===== config.mk =====
export PLATFORM = sky130hd
export DESIGN_NAME = hdm_decode
export DESIGN_NICKNAME = d
export VERILOG_FILES = /design/src/hdm_pkg.sv /design/src/hdm_decode.sv
export SDC_FILE = /design/constraint.sdc
export NUM_CORES = 1
export LEC_CHECK = 0
export BUFFER_PORTS_ARGS = -buffer_cell sky130_fd_sc_hd__buf_2
export CAP_MARGIN = 20
export CORE_MARGIN = 10
export CORE_UTILIZATION = 25
export CTS_CLUSTER_SIZE = 24
export DETAILED_ROUTE_END_ITERATION = 8
export GPL_TIMING_DRIVEN = 0
export REMOVE_ABC_BUFFERS = 1
export SYNTH_ARGS = -nofsm -noshare
export SYNTH_HDL_FRONTEND = slang
export SYNTH_SLANG_ARGS = --single-unit

===== constraint.sdc =====
create_clock -name sys_clk -period 8.5 [get_ports sys_clk]
set_input_delay 0 -clock sys_clk [delete_from_list [all_inputs] [get_ports sys_clk]]
set_output_delay 0 -clock sys_clk [all_outputs]
set_load 0.02 [all_outputs]

===== src/hdm_pkg.sv =====
`default_nettype none

package hdm_pkg;

	// Register offsets on the software port (byte addresses, one word each)
	localparam logic [7:0] HDM_OFS_ROW_BOUNDARY0 = 8'h00;
	localparam logic [7:0] HDM_OFS_ROW_CONFIG = 8'h20;
	localparam logic [7:0] HDM_OFS_SEG_ATTR = 8'h24;
	localparam logic [7:0] HDM_OFS_SMM_SPACE_CONTROL = 8'h28;
	localparam logic [7:0] HDM_OFS_MEMORY_HOLE_CONTROL = 8'h2c;
	localparam logic [7:0] HDM_OFS_DRAM_CONTROL = 8'h30;
	localparam logic [7:0] HDM_OFS_REFRESH_RATE_CONTROL = 8'h34;
	localparam logic [7:0] HDM_OFS_CONFIG_ADDRESS_PORT = 8'h38;
	localparam logic [7:0] HDM_OFS_STATUS = 8'h3c;

	// Reset values
	localparam logic [7:0] HDM_RST_ROW_BOUNDARY = 8'h00;
	localparam logic [31:0] HDM_RST_ROW_CONFIG = 32'h0000_0000;
	localparam logic [25:0] HDM_RST_SEG_ATTR = 26'h000_0000;
	localparam logic [7:0] HDM_RST_DRAM_CONTROL = 8'h00;
	localparam logic [7:0] HDM_RST_REFRESH_RATE = 8'h00;

	// Field positions
	localparam int HDM_SMM_ENABLE_BIT = 0;
	localparam int HDM_HOLE_ENABLE_BIT = 0;
	localparam int HDM_DCTL_EDO_DETECT_BIT = 0;
	localparam int HDM_DCTL_BEDO_PROGRAM_BIT = 1;
	localparam int HDM_DCTL_TIMING_LSB = 4;
	localparam int HDM_RRC_FAST_REFRESH_BIT = 7;
	localparam int HDM_ROWCFG_WIDE_COL_BIT = 2;

	// Address landmarks
	localparam logic [31:0] HDM_DOS_LOW_TOP = 32'h0008_0000;
	localparam logic [31:0] HDM_VIDEO_BASE = 32'h000a_0000;
	localparam logic [31:0] HDM_EXPANSION_BASE = 32'h000c_0000;
	localparam logic [31:0] HDM_BIOS_BASE = 32'h000f_0000;
	localparam logic [31:0] HDM_EXTENDED_BASE = 32'h0010_0000;
	localparam logic [31:0] HDM_IOAPIC_BASE = 32'hfec0_0000;
	localparam logic [31:0] HDM_LAPIC_BASE = 32'hfee0_0000;
	localparam logic [31:0] HDM_HIGH_BIOS_BASE = 32'hffe0_0000;
	localparam logic [31:0] HDM_BEDO_PROGRAM_OFFSET = 32'h0002_1000;
	localparam logic [15:0] HDM_IO_CONFIG_ADDRESS = 16'h0cf8;
	localparam logic [15:0] HDM_IO_CONFIG_DATA = 16'h0cfc;
	localparam logic [7:0] HDM_MAX_BOUNDARY = 8'h80;
	localparam int HDM_ROWS = 8;
	localparam int HDM_SEGMENTS = 13;

	// Routing verdict of one host cycle
	typedef enum logic [2:0] {
		HDM_RT_PCI = 3'b001,
		HDM_RT_DRAM = 3'b010,
		HDM_RT_INTERNAL = 3'b100
	} hdm_route_e;

endpackage

`default_nettype wire


===== src/hdm_decode.sv =====
`timescale 1ns/1ps
`default_nettype none

// How it works
// - I/O interrupt controller window goes to PCI
// - Gap up to local interrupt base: PCI
// - Top 2 Mbytes always go to PCI
// - Video range to PCI without SMM RAM
// - SMM cycles reach DRAM when SMM enabled
// - PCI initiators never reach SMM space
// - Shadow segments route reads/writes by attributes
// - Never claim PCI masters in shadowed segments
// - Host I/O cycles go to PCI, except ports
// - Decode config address and data ports
// - Main memory 8 Mbytes to 1 Gbyte
// - Per-row type used with global timing
// - EDO detect mode set by control bit
// - Row base plus offset write issues program cycle
// - Page offset on low nine column lines
// - Twelve address lines from host bits 26:3
// - Row phase carries bits 24,23,21,20,19:12
// - Column phase carries bits 26,24,22,11:3
// - Wide rows put bit 25 on column 10
// - Legacy segments: four access states each
// - 1 Mbyte to top of memory is DRAM
module hdm_decode (
	// Clock and reset
	input wire logic sys_clk,
	input wire logic rst_n,
	// Software register port
	input wire logic [7:0] reg_addr,
	input wire logic [31:0] reg_wdata,
	input wire logic reg_wr,
	input wire logic reg_rd,
	output logic [31:0] reg_rdata,
	// Host cycle request
	input wire logic host_valid,
	input wire logic [31:0] host_address_bus,
	input wire logic [31:0] host_wdata,
	input wire logic host_write,
	input wire logic host_io,
	input wire logic host_smm,
	// Host cycle verdict
	output logic route_valid,
	output logic route_pci,
	output logic route_dram,
	output logic route_internal,
	output logic [2:0] route_row,
	output logic [1:0] route_row_type,
	output logic [3:0] dram_timing,
	output logic [11:0] dram_multiplexed_addr_row,
	output logic [11:0] dram_multiplexed_addr_col,
	output logic config_data_access,
	// DRAM special cycles and modes
	output logic dram_edo_detect_mode,
	output logic bedo_program_cycle,
	output logic fast_refresh_cycle,
	// PCI initiator snoop
	input wire logic pci_valid,
	input wire logic [31:0] pci_addr,
	output logic pci_claim_valid,
	output logic pci_claim
);
	import hdm_pkg::*;

	////////////////////////////////////////////////////////////////////////
	// Helper functions

	// Segment index 0..12 for the C0000-FFFFF area, 16-Kbyte steps below F0000
	function automatic logic [3:0] seg_index(input logic [31:0] a);
		logic [3:0] idx;
		idx = 4'hc;
		if (a < HDM_BIOS_BASE) begin
			idx = {1'b0, a[16:14]} + {a[17], 3'b000};
		end
		return idx;
	endfunction

	// True when an address lies in the shadowable legacy area
	function automatic logic in_shadow_area(input logic [31:0] a);
		return (a >= HDM_EXPANSION_BASE) && (a < HDM_EXTENDED_BASE);
	endfunction

	// First row whose cumulative boundary exceeds the address
	function automatic logic [3:0] row_pick(input logic [31:0] a, input logic [63:0] bnd);
		logic [3:0] r;
		r = 4'h8;
		for (int i = HDM_ROWS - 1; i >= 0; i--) begin
			if ({1'b0, bnd[i*8 +: 8]} > a[31:23]) begin
				r = 4'(i);
			end
		end
		return r;
	endfunction

	// Top of main memory from the last boundary, capped at 1 Gbyte
	function automatic logic [31:0] top_of_memory(input logic [7:0] b);
		logic [7:0] c;
		c = (b > HDM_MAX_BOUNDARY) ? HDM_MAX_BOUNDARY : b;
		return {1'b0, c, 23'h000000};
	endfunction

	////////////////////////////////////////////////////////////////////////
	// Software registers

	logic [63:0] row_boundary_reg; // Eight 8-bit cumulative boundaries
	logic [31:0] row_config_reg; // Four bits per row: type[1:0], wide column[2]
	logic [25:0] seg_attr_reg; // Two bits per segment: read enable, write enable
	logic smm_space_control_reg; // SMM RAM enable
	logic memory_hole_control_reg; // 512-640 Kbyte hole to PCI
	logic [7:0] dram_control_reg; // EDO detect, BEDO program, timing
	logic [6:0] refresh_rate_control_reg; // Refresh rate code
	logic [31:0] config_address_port_reg; // Written by host I/O cycles
	logic [2:0] last_route_reg; // Verdict of the last host cycle

	// Write decode
	// Boundary slots take word-aligned offsets only, matching the read decode
	wire logic wr_boundary = reg_wr && (reg_addr[7:5] == HDM_OFS_ROW_BOUNDARY0[7:5]) && (reg_addr[1:0] == 2'h0);
	wire logic wr_row_config = reg_wr && (reg_addr == HDM_OFS_ROW_CONFIG);
	wire logic wr_seg_attr = reg_wr && (reg_addr == HDM_OFS_SEG_ATTR);
	wire logic wr_smm = reg_wr && (reg_addr == HDM_OFS_SMM_SPACE_CONTROL);
	wire logic wr_hole = reg_wr && (reg_addr == HDM_OFS_MEMORY_HOLE_CONTROL);
	wire logic wr_dram_control = reg_wr && (reg_addr == HDM_OFS_DRAM_CONTROL);
	wire logic wr_refresh = reg_wr && (reg_addr == HDM_OFS_REFRESH_RATE_CONTROL);
	wire logic [2:0] wr_row_index = reg_addr[4:2];

	// Fast refresh request rides on the refresh register write
	wire logic fast_refresh_req = wr_refresh && reg_wdata[HDM_RRC_FAST_REFRESH_BIT];

	// Boundary and layout registers
	always_ff @(posedge sys_clk) begin
		if (!rst_n) begin
			row_boundary_reg <= {HDM_ROWS{HDM_RST_ROW_BOUNDARY}};
			row_config_reg <= HDM_RST_ROW_CONFIG;
			seg_attr_reg <= HDM_RST_SEG_ATTR;
		end else begin
			if (wr_boundary) begin
				row_boundary_reg[wr_row_index*8 +: 8] <= reg_wdata[7:0];
			end
			if (wr_row_config) begin
				row_config_reg <= reg_wdata;
			end
			if (wr_seg_attr) begin
				seg_attr_reg <= reg_wdata[25:0];
			end
		end
	end

	// Mode and control registers
	always_ff @(posedge sys_clk) begin
		if (!rst_n) begin
			smm_space_control_reg <= 1'b0;
			memory_hole_control_reg <= 1'b0;
			refresh_rate_control_reg <= HDM_RST_REFRESH_RATE[6:0];
		end else begin
			if (wr_smm) begin
				smm_space_control_reg <= reg_wdata[HDM_SMM_ENABLE_BIT];
			end
			if (wr_hole) begin
				memory_hole_control_reg <= reg_wdata[HDM_HOLE_ENABLE_BIT];
			end
			if (wr_refresh) begin
				refresh_rate_control_reg <= reg_wdata[6:0];
			end
		end
	end

	// DRAM control; a fast refresh ends BEDO programming mode unless the same
	// write turns it on again, so software keeps the last word
	always_ff @(posedge sys_clk) begin
		if (!rst_n) begin
			dram_control_reg <= HDM_RST_DRAM_CONTROL;
		end else if (wr_dram_control) begin
			dram_control_reg <= reg_wdata[7:0];
		end else if (fast_refresh_req) begin
			dram_control_reg[HDM_DCTL_BEDO_PROGRAM_BIT] <= 1'b0;
		end
	end

	////////////////////////////////////////////////////////////////////////
	// Host cycle decode

	wire logic [31:0] ha = host_address_bus;
	wire logic [31:0] tom = top_of_memory(row_boundary_reg[63:56]);
	wire logic [3:0] host_seg = seg_index(ha);
	wire logic [1:0] host_attr = seg_attr_reg[host_seg*2 +: 2];

	// I/O space: only the two configuration ports belong to us
	wire logic io_cfg_addr = (ha[15:2] == HDM_IO_CONFIG_ADDRESS[15:2]) && (ha[31:16] == 16'h0000);
	wire logic io_cfg_data = (ha[15:2] == HDM_IO_CONFIG_DATA[15:2]) && (ha[31:16] == 16'h0000);

	// Memory windows: interrupt and high BIOS always PCI regardless of top of memory, video and DOS hole by mode
	wire logic in_ioapic = (ha >= HDM_IOAPIC_BASE) && (ha < HDM_LAPIC_BASE);
	wire logic in_high_bios = (ha >= HDM_HIGH_BIOS_BASE);
	wire logic in_video = (ha >= HDM_VIDEO_BASE) && (ha < HDM_EXPANSION_BASE);
	wire logic in_dos_hole = (ha >= HDM_DOS_LOW_TOP) && (ha < HDM_VIDEO_BASE);

	// Direction-dependent attribute: bit 0 read enable, bit 1 write enable
	wire logic attr_hit = host_write ? host_attr[1] : host_attr[0];

	// Memory verdict: DRAM or not
	logic mem_to_dram;
	always_comb begin
		mem_to_dram = 1'b0; // Anything unmatched falls to PCI
		if (in_ioapic || in_high_bios) begin
			mem_to_dram = 1'b0;
		end else if (ha < HDM_DOS_LOW_TOP) begin
			// Low DOS area has no attributes: plain DRAM below top of memory
			mem_to_dram = (ha < tom);
		end else if (in_dos_hole) begin
			mem_to_dram = !memory_hole_control_reg && (ha < tom);
		end else if (in_video) begin
			mem_to_dram = smm_space_control_reg && host_smm && (ha < tom);
		end else if (in_shadow_area(ha)) begin
			mem_to_dram = attr_hit && (ha < tom);
		end else begin
			mem_to_dram = (ha < tom);
		end
	end

	// Overall verdict
	hdm_route_e route_next;
	always_comb begin
		if (host_io) begin
			route_next = (io_cfg_addr || io_cfg_data) ? HDM_RT_INTERNAL : HDM_RT_PCI;
		end else if (mem_to_dram) begin
			route_next = HDM_RT_DRAM;
		end else begin
			route_next = HDM_RT_PCI;
		end
	end

	// Row selection and type
	wire logic [3:0] row_sel = row_pick(ha, row_boundary_reg);
	// Index 8 means no row; the fields below are only taken for DRAM-routed cycles
	wire logic [2:0] row_idx = row_sel[2:0];
	wire logic [3:0] row_cfg = row_config_reg[row_idx*4 +: 4];
	wire logic row_wide = row_cfg[HDM_ROWCFG_WIDE_COL_BIT];

	// Row base for the program-cycle match: previous boundary or zero
	wire logic [7:0] row_base_units = (row_idx == 3'd0) ? 8'h00 : row_boundary_reg[(row_idx - 3'd1)*8 +: 8];
	wire logic [31:0] row_base = {1'b0, row_base_units, 23'h000000};
	wire logic bedo_hit = dram_control_reg[HDM_DCTL_BEDO_PROGRAM_BIT] && host_write
		&& (ha == row_base + HDM_BEDO_PROGRAM_OFFSET);

	// Multiplexed address, row and column phases, from host bits 26:3
	wire logic [11:0] ma_row_next = {ha[24], ha[23], ha[21], ha[20], ha[19:12]};
	wire logic [11:0] ma_col_next = {ha[26], row_wide ? ha[25] : ha[24], ha[22], ha[11:3]};

	////////////////////////////////////////////////////////////////////////
	// Host verdict outputs, one cycle after the request

	always_ff @(posedge sys_clk) begin
		if (!rst_n) begin
			route_valid <= 1'b0;
			route_pci <= 1'b0;
			route_dram <= 1'b0;
			route_internal <= 1'b0;
			config_data_access <= 1'b0;
			bedo_program_cycle <= 1'b0;
		end else begin
			route_valid <= host_valid;
			route_pci <= host_valid && (route_next == HDM_RT_PCI);
			route_dram <= host_valid && (route_next == HDM_RT_DRAM);
			route_internal <= host_valid && (route_next == HDM_RT_INTERNAL);
			config_data_access <= host_valid && host_io && io_cfg_data;
			bedo_program_cycle <= host_valid && !host_io && (route_next == HDM_RT_DRAM) && bedo_hit;
		end
	end

	// Address and row fields; held from the last DRAM cycle
	always_ff @(posedge sys_clk) begin
		if (!rst_n) begin
			route_row <= 3'h0;
			route_row_type <= 2'h0;
			dram_multiplexed_addr_row <= 12'h000;
			dram_multiplexed_addr_col <= 12'h000;
		end else if (host_valid && !host_io && mem_to_dram) begin
			route_row <= row_idx;
			route_row_type <= row_cfg[1:0];
			dram_multiplexed_addr_row <= ma_row_next;
			dram_multiplexed_addr_col <= ma_col_next;
		end
	end

	// Configuration address port and last verdict
	always_ff @(posedge sys_clk) begin
		if (!rst_n) begin
			config_address_port_reg <= 32'h0000_0000;
			last_route_reg <= 3'h0;
		end else begin
			if (host_valid && host_io && host_write && io_cfg_addr) begin
				config_address_port_reg <= host_wdata;
			end
			if (host_valid) begin
				last_route_reg <= route_next;
			end
		end
	end

	// Mode outputs, mirrored from control registers; fast refresh pulses from the refresh register write
	always_ff @(posedge sys_clk) begin
		if (!rst_n) begin
			dram_edo_detect_mode <= 1'b0;
			dram_timing <= 4'h0;
			fast_refresh_cycle <= 1'b0;
		end else begin
			dram_edo_detect_mode <= dram_control_reg[HDM_DCTL_EDO_DETECT_BIT];
			dram_timing <= dram_control_reg[HDM_DCTL_TIMING_LSB +: 4];
			fast_refresh_cycle <= fast_refresh_req;
		end
	end

	////////////////////////////////////////////////////////////////////////
	// PCI initiator snoop: claim only plain DRAM below top of memory

	wire logic pci_in_smm = (pci_addr >= HDM_VIDEO_BASE) && (pci_addr < HDM_EXPANSION_BASE);
	wire logic pci_in_hole = memory_hole_control_reg && (pci_addr >= HDM_DOS_LOW_TOP) && (pci_addr < HDM_VIDEO_BASE);
	// Shadowed blocks are never claimed, even when enabled for the host
	wire logic pci_claim_next = (pci_addr < tom) && !pci_in_smm && !in_shadow_area(pci_addr) && !pci_in_hole;

	always_ff @(posedge sys_clk) begin
		if (!rst_n) begin
			pci_claim_valid <= 1'b0;
			pci_claim <= 1'b0;
		end else begin
			pci_claim_valid <= pci_valid;
			pci_claim <= pci_valid && pci_claim_next;
		end
	end

	////////////////////////////////////////////////////////////////////////
	// Register read port, data one cycle after the strobe

	wire logic [2:0] rd_row_index = reg_addr[4:2];
	logic [31:0] rd_mux;
	always_comb begin
		case (reg_addr)
			HDM_OFS_ROW_CONFIG: rd_mux = row_config_reg;
			HDM_OFS_SEG_ATTR: rd_mux = {6'h00, seg_attr_reg};
			HDM_OFS_SMM_SPACE_CONTROL: rd_mux = {31'h0000_0000, smm_space_control_reg};
			HDM_OFS_MEMORY_HOLE_CONTROL: rd_mux = {31'h0000_0000, memory_hole_control_reg};
			HDM_OFS_DRAM_CONTROL: rd_mux = {24'h00_0000, dram_control_reg};
			HDM_OFS_REFRESH_RATE_CONTROL: rd_mux = {25'h000_0000, refresh_rate_control_reg}; // Fast bit reads 0
			HDM_OFS_CONFIG_ADDRESS_PORT: rd_mux = config_address_port_reg;
			HDM_OFS_STATUS: rd_mux = {29'h0000_0000, last_route_reg};
			default: begin
				// Boundaries, else unmapped reads as zero
				if (reg_addr[7:5] == HDM_OFS_ROW_BOUNDARY0[7:5] && reg_addr[1:0] == 2'h0) begin
					rd_mux = {24'h00_0000, row_boundary_reg[rd_row_index*8 +: 8]};
				end else begin
					rd_mux = 32'h0000_0000;
				end
			end
		endcase
	end

	always_ff @(posedge sys_clk) begin
		if (!rst_n) begin
			reg_rdata <= 32'h0000_0000;
		end else begin
			reg_rdata <= reg_rd ? rd_mux : 32'h0000_0000;
		end
	end

endmodule // hdm_decode

`default_nettype wire


==> metrics.txt, run 1 <==
worst r2r path cells=16; core area=52900 sq um; Sequential Power Share=45.5%; Pint=between 1.5 and 2 mW; Die W=roughly 250 um; vias in the first global route=13000; sw frac=25.4%; post-route ant nets=0; status=complete, no violations; clk sinks=249; Total GRT Usage=16.0%; post-synthesis register bit count=249; Top Usage Layer GRT=met2; Period Utilization, post-route=95.4%; Top-Level Pins=between 200 and 250; top-area cell type share of the netlist area=37.1%; Synth async-reset ratio=0%; Slowest-stage cell, CP=ha_2; 1st-iter DRT viols=1136; largest cells by area after synthesis=dfxtp_1 (37%), nand2_1 (8.6%), mux2i_1 (8.1%); WHS Path Cells=6; Cell Area, Synth=13400 sq um; share of cells above drive strength 1=~17%; grt met2 use=25.2%; Compound-Gate Fraction of Synth Area=18.7%; critical-path cell list=dlygate4sd3_1, buf_2, inv_1, ha_1, and3b_1, o2111a_1, o21ai_4, nand2_1, o31ai_2, inv_2, ha_2, clkinv_1, o21a_1, o31ai_2, o221ai_1, a2111oi_0, nand4_1, dlygate4sd3_1, a2111oi_2; Via density=around 5.2; max cap viols=0; htree depth=1; number of enable flip-flop cells after synthesis=0; largest net degree at the start of global routing=104; combinational share of power=approximately 8.6%; fraction of power consumed by the clock network=45.8%; FILL cells=between 5000 and 6000; Residual DRC=0; GRT overflow=0; max incr delay on CP=around 1100 ps; Post-Synth Adder-Cell Area=7.91%; Core Rows=84; DRT Wirelength=about 53000 um; Design Power=around 2.6 mW; Slew Limit Fails=0; multiplexer share of the synthesized area=12.8%; Vias=13300; max FFs per register=64; DPL Wire Length=38100 um; Peak Freq=123 MHz; CP Data Required Time=8940 ps; Tightest Pin Transition=1130 ps; Clock Skews=about 12 ps; pwr/cell area=151 nW/um^2; CTS Buffer Depth=3; CTS tree=built; Mapped Cells=1590; Crit Path Class=in -> reg; register area share after synthesis=37.1%; largest family of logic cells by synthesized area=simple AND/OR/NAND/NOR gates; XOR/XNOR share of the synthesized area=0.316%; crit path time final=8110 ps; start of the worst register-to-register path=row_boundary_reg[7]; met3 Resource Use GR=2.78%; Crit Path Max Fanout=42; die height=252 um; IO buf count=between 200 and 250; CP Launch Point=host_address_bus[24]; leakage power=around 7 nW; count of cell types in the netlist=77; hold crit path type=in -> reg; worst setup margin=394 ps; Wirelength per Cell=20.9 um; Post-Synth Simple-Gate Area=19.1%; P&R area growth vs syn=26.9%; initial antenna violation count=3; first-pass GRT wire length=79600 um; Initial Utilization=about a quarter; clk root buf=clkbuf_16; Critical Path AT=between 8000 and 9000 ps; Yosys top cell by area=dfxtp_1; top_reg_cell synth=dfxtp_1; Final Hold Viols=0; Avg Inst Size Synth=8.45 sq um; worst slack at placement=1010 ps; final setup vio count=0; crit end category=flop; Detailed Routing Iterations Pass 1=5; Clock Pin Slew Worst Setup and Hold Paths=60 ps; GR Util met1=21.4%; Worst Hold Launch=reg_addr[5]; CTS buffer count=28; Yosys warnings=0; CP Launch Type=input port; net switching power=about 0.65 mW; Die ar.=63400 sq um; Clk Latency, worst-skew pair=about 580 ps; worst rel slew slack=24.8%; RSZ-0062 raised after global routing=false; peak supply drop=0.107 mV; gpl congestion=0.935; Total Nets Final=approximately 2100
layout make-up:
cell class / count / area (sq um) / share of cell area [%]
inverters: 35 / 136 / 0.799
repair buffers: 318 / 2240 / 13.2
flip-flops and latches: 249 / 4980 / 29.2
well taps: 688 / 861 / 5.04
clock inverters: 10 / 87.6 / 0.513
diodes: 1 / 2.50 / 0.0147
clock buffers: 39 / 802 / 4.70
multi-input cells: 1203 / 7950 / 46.6
kinds of logic after synthesis:
group                    count (synthesis)
XOR/XNOR                                 4
adder cells (fa/ha/maj)                 85
buffers and inverters                  138
AND/OR/NAND/NOR                        591
AO/OA/AOI/OAI                          381
multiplexers                           142
flip-flops                             249
power by group through the flow:
| stage | sequential [mW] | clock [mW] | combinational (mW) |
|---|---|---|---|
| 2_1_floorplan | 1.20 | 0 | 0.0782 |
| 3_3_place_gp | 1.20 | 0 | 0.174 |
| 3_5_place_dp | 1.20 | 0 | 0.182 |
| 4_1_cts | 1.17 | 1.21 | 0.219 |
| 5_1_grt | 1.17 | 1.25 | 0.240 |
| 6_report | 1.17 | 1.18 | 0.223 |
layout by cell type (no fill, tap or decap), types with 11 or more instances in the layout:
cell           netlist  final
o221ai_1            13     13
a221oi_1            11     11
inv_1               32     31
nand2_1            308    308
a22oi_1             32     32
and2_1              17     16
nor4_1              13     12
clkbuf_16            0     28
mux4_2              23     23
dfxtp_1            249    249
dlygate4sd3_1        0    104
buf_2                2    202
ha_1                85     84
a21oi_1            182    182
mux2i_1            109    109
and3_1              13     12
a211o_1             11     11
a21o_1              15     15
o22ai_1             15     15
o21ai_0             19     19
nand3_1             46     46
nor2_1             134    133
stage by stage:
| stage | utilization [%] | setup TNS, ps | instances | area (sq um) | hold WS, ps |
|---|---|---|---|---|---|
| 6_report | 32.3 | 0 | 2543 | 17100 | 39.2 |
| 2_1_floorplan | - | 0 | 1487 | 13000 | 127 |
| 5_1_grt | 32.3 | 0 | 2543 | 17100 | 67.4 |
| 3_3_place_gp | 28.2 | -369 | 2377 | 14900 | 246 |
| 4_1_cts | 32.2 | 0 | 2540 | 17000 | 4.71 |
| 3_5_place_dp | 28.6 | 0 | 2387 | 15100 | 245 |
worst paths after layout:
path,slack [ps],to
min reg2reg,450,reg_rdata[11]
max,390,bedo_program_cycle
max reg2reg,520,bedo_program_cycle
min,40,row_boundary_reg[11]
synth_stat cells, types with 4 or more instances:
cell type / count
a32oi_1: 4
a22oi_1: 32
mux2_2: 10
nand3_1: 46
nand2_1: 308
a31oi_1: 6
a211oi_1: 7
a21o_1: 15
and2_1: 17
or3_1: 4
o21ai_0: 19
a221oi_1: 11
nand2b_1: 5
inv_1: 32
o211ai_1: 9
o22ai_1: 15
o221ai_1: 13
dfxtp_1: 249
nand4_1: 10
a211o_1: 11
ha_1: 85
nor2_1: 134
a2111oi_0: 4
a221o_1: 6
nand3b_1: 5
a21oi_1: 182
nor4b_1: 4
mux2i_1: 109
mux4_2: 23
nor3_1: 7
o2111ai_1: 5
o21a_1: 6
clkbuf_1: 89
nor4_1: 13
buf_1: 8
and3_1: 13
nor2b_1: 8
worst max-delay path: cells and delay by family:
family,cells,cell delay (ps)
simple gates,3,940
buf+inv,6,2940
fa+ha+maj,2,1400
compound gates,8,3230
metal layers:
layer / wire length, um / up-vias
met5: 27 / -
met4: 1620 / 4
met3: 4450 / 92
met2: 23800 / 598
met1: 23300 / 6436
li1: - / 6204
timing repair:
action | 4_1_cts | 5_1_grt
hold buffers | 104 | 0
endpoints found under the hold margin | 190 | 0
buffers inserted | 0 | 0
resized for setup | 0 | 0
Power figures use the tool's default switching activity.
==> run 2: changes to the inputs <==
- CELL_PAD_IN_SITES_DETAIL_PLACEMENT: unset -> 1
- CELL_PAD_IN_SITES_GLOBAL_PLACEMENT: unset -> 1
- PLACE_DENSITY_LB_ADDON: unset -> 0.1
- SETUP_SLACK_MARGIN: unset -> 0.1
==> run 2 against run 1 <==
Compared with the run above:
- register-to-register slack better by 120 ps
- cell area up 1.1%
- clock-buffer cell count up 8
- critical path type unchanged
- clock skew up 13 ps
- wire length up 14%
- first-iteration DRC count down 24%
- sequential power about the same
==> metrics.txt, run 2 (synthesis gave the netlist of run 1 again) <==
register-to-register setup slack=640 ps (+120 ps); CP Launch Type=input port; DPL Wire Length=43000 um (+13%); Crit Path Max Fanout=42 (unchanged); htree depth=1 (unchanged); clk root buf=clkbuf_16; Vias=13100 (-1.5%); Clock Skews=25.5 ps (+13.3 ps); FILL cells=6152 (+14%); pwr/cell area=161 nW/um^2 (+6.3%); Final Hold Viols=0 (unchanged); Initial Utilization=25.4% (unchanged); finished layout cell area=17200 sq um (+1.1%); Tightest Pin Transition=1140 ps (+11.9 ps); reg2reg end=bedo_program_cycle; CP Launch Point=host_address_bus[24]; Via density=5.15 (-1.7%); P&R area growth vs syn=28.3%; WHS Path Cells=5 (-1); max incr delay on CP=760 ps (-290 ps); WP buf/inv=6 (unchanged); RSZ-0062 raised after global routing=false; Residual DRC=0 (unchanged); core area=52900 sq um (unchanged); vias in the first global route=13400 (+3.2%); Post-Layout Cell Count=2548 (+0.20%); Clk Latency, worst-skew pair=600 ps (+20 ps); CP delay by family, top=compound AO/OA/AOI/OAI gates; post-route ant nets=0 (unchanged); Period Utilization, post-route=93.4% (-2.0 points); Total Nets Final=2066 (+0.048%); Die ar.=63400 sq um (unchanged); max cap viols=0 (unchanged); worst rel slew slack=23.8% (-0.96 points); status=complete, no violations; Peak Freq=126 MHz (+2.1%); Total GRT Usage=18.4% (+2.5 points); Clock Pin Slew Worst Setup and Hold Paths=60 ps (about the same); Critical Path AT=8400 ps (-150 ps); Wirelength per Cell=23.8 um (+14%); crit path capture=bedo_program_cycle; Placed Cells=2388 (+0.042%); DRT Wirelength=60600 um (+14%); start of the worst register-to-register path=row_boundary_reg[7]; worst setup margin=561 ps (+167 ps); largest net degree at the start of global routing=145 (+39%); CTS buffer count=31 (+11%); crit end category=flop; crit path time final=7940 ps (-167 ps); Core Rows=84 (unchanged); Crit Path Class=in -> reg; Setup Buffers After CTS=0 (unchanged); die height=252 um (unchanged); Slowest-stage cell, CP=ha_4; CTS tree=built; leakage power=6.95 nW (+1.3%); final setup vio count=0 (unchanged); Placed Area=15200 sq um (+0.26%); CTS Buffer Depth=3 (unchanged); peak supply drop=0.167 mV (+57%); hold crit path type=in -> reg; first-pass GRT wire length=89700 um (+13%); Design Power=2.77 mW (+7.4%); utilization after layout=32.6% (+0.35 points); GRT overflow=0 (unchanged); CP Depth=19 (unchanged); initial antenna violation count=4 (+1); gpl congestion=0.852 (-8.9%); max FFs per register=64 (unchanged); critical-path cell list=dlygate4sd3_1, buf_2, inv_1, ha_1, and3b_1, o2111a_1, o21ai_4, nand2_1, o31ai_2, inv_2, ha_4, clkinv_1, o21a_1, o31ai_2, o221ai_1, a2111oi_0, nand4_1, dlygate4sd3_1, a2111oi_2; 1st-iter DRT viols=862 (-24%); share of cells above drive strength 1=17.6% (+0.44 points); CP Data Required Time=8960 ps (+20 ps); Slew Limit Fails=0 (unchanged); clk sinks=249 (unchanged); worst r2r path cells=16 (unchanged); most common cell after layout, fill and taps aside=nand2_1; IO buf count=202 (unchanged); most frequent cells in the layout=nand2_1 (307), dfxtp_1 (249), buf_2 (203); Top-Level Pins=220 (unchanged); Die W=252 um (unchanged); worst slack at placement=681 ps (-330 ps); Detailed Routing Iterations Pass 1=5 (unchanged)
==> run 2: cell count changes in the layout (fill, tap and decap cells not counted), sizes merged <==
cell,change
clkinv,-1
bufinv,+2
clkinvlp,-2
clkbuf,+7
buf,+1
dlygate4sd3,-2
==> run 2: per-layer routing <==
layer	GRT usage, %	vias up	part of all wire, %
li1	-	6223	-
met1	25.6	6530	49
met2	30.0	322	45
met3	2.78	52	4.9
met4	3.10	2	1.3
met5	0	-	0.013
==> run 2: per-stage QoR <==
step / setup TNS [ps] / hold WS, ps
after floorplan: 0 / 127
after global placement: -1320 / 248
after detailed placement: 0 / 254
after CTS: 0 / 30.1
after global routing: 0 / 68.4
final: 0 / 23.3
==> run 2: worst reg2reg max path: cells and delay by family (launching register included) <==
kind,cells,cell delay [ps]
and+or+nand+nor,3,980
adders and majority gates,2,1080
DFF,1,520
AOI/OAI and AO/OA,8,3450
buffers and inverters,3,1730
==> run 2: area by class of cell <==
class | instances | area [sq um] | share of cell area [%]
Clock buffer | 47 | 936 | 5.43
Inverter | 35 | 139 | 0.805
Clock inverter | 9 | 118 | 0.682
Antenna cell | 1 | 2.50 | 0.0145
Multi-Input combinational cell | 1203 | 7970 | 46.2
Timing Repair Buffer | 316 | 2230 | 13.0
Sequential cell | 249 | 4980 | 28.9
Tap cell | 688 | 861 | 4.99
==> run 2: worst min-delay path by stage <==
| stage | end | slack, ps | startpoint |
|---|---|---|---|
| 2_1_floorplan | dram_edo_detect_mode | 130 | rst_n |
| 3_3_place_gp | dram_multiplexed_addr_row[8] | 250 | host_address_bus[20] |
| 3_5_place_dp | config_address_port_reg[0] | 250 | host_wdata[0] |
| 4_1_cts | route_dram | 30 | host_io |
| 5_1_grt | route_dram | 70 | host_io |
| 6_report | route_dram | 20 | host_io |
==> run 2: report_power, final <==
part	switching [mW]	internal (mW)	leakage [nW]	total, mW
combinational	0.135	0.0925	4.42	0.228
clock	0.550	0.818	0.523	1.37
sequential	0.00262	1.17	2.01	1.17
==> run 2: what timing repair did <==
item,in CTS,in global routing
endpoints found under the hold margin,188,0
resized for setup,0,1
endpoints found under the setup margin,0,1
hold buffers,102,0
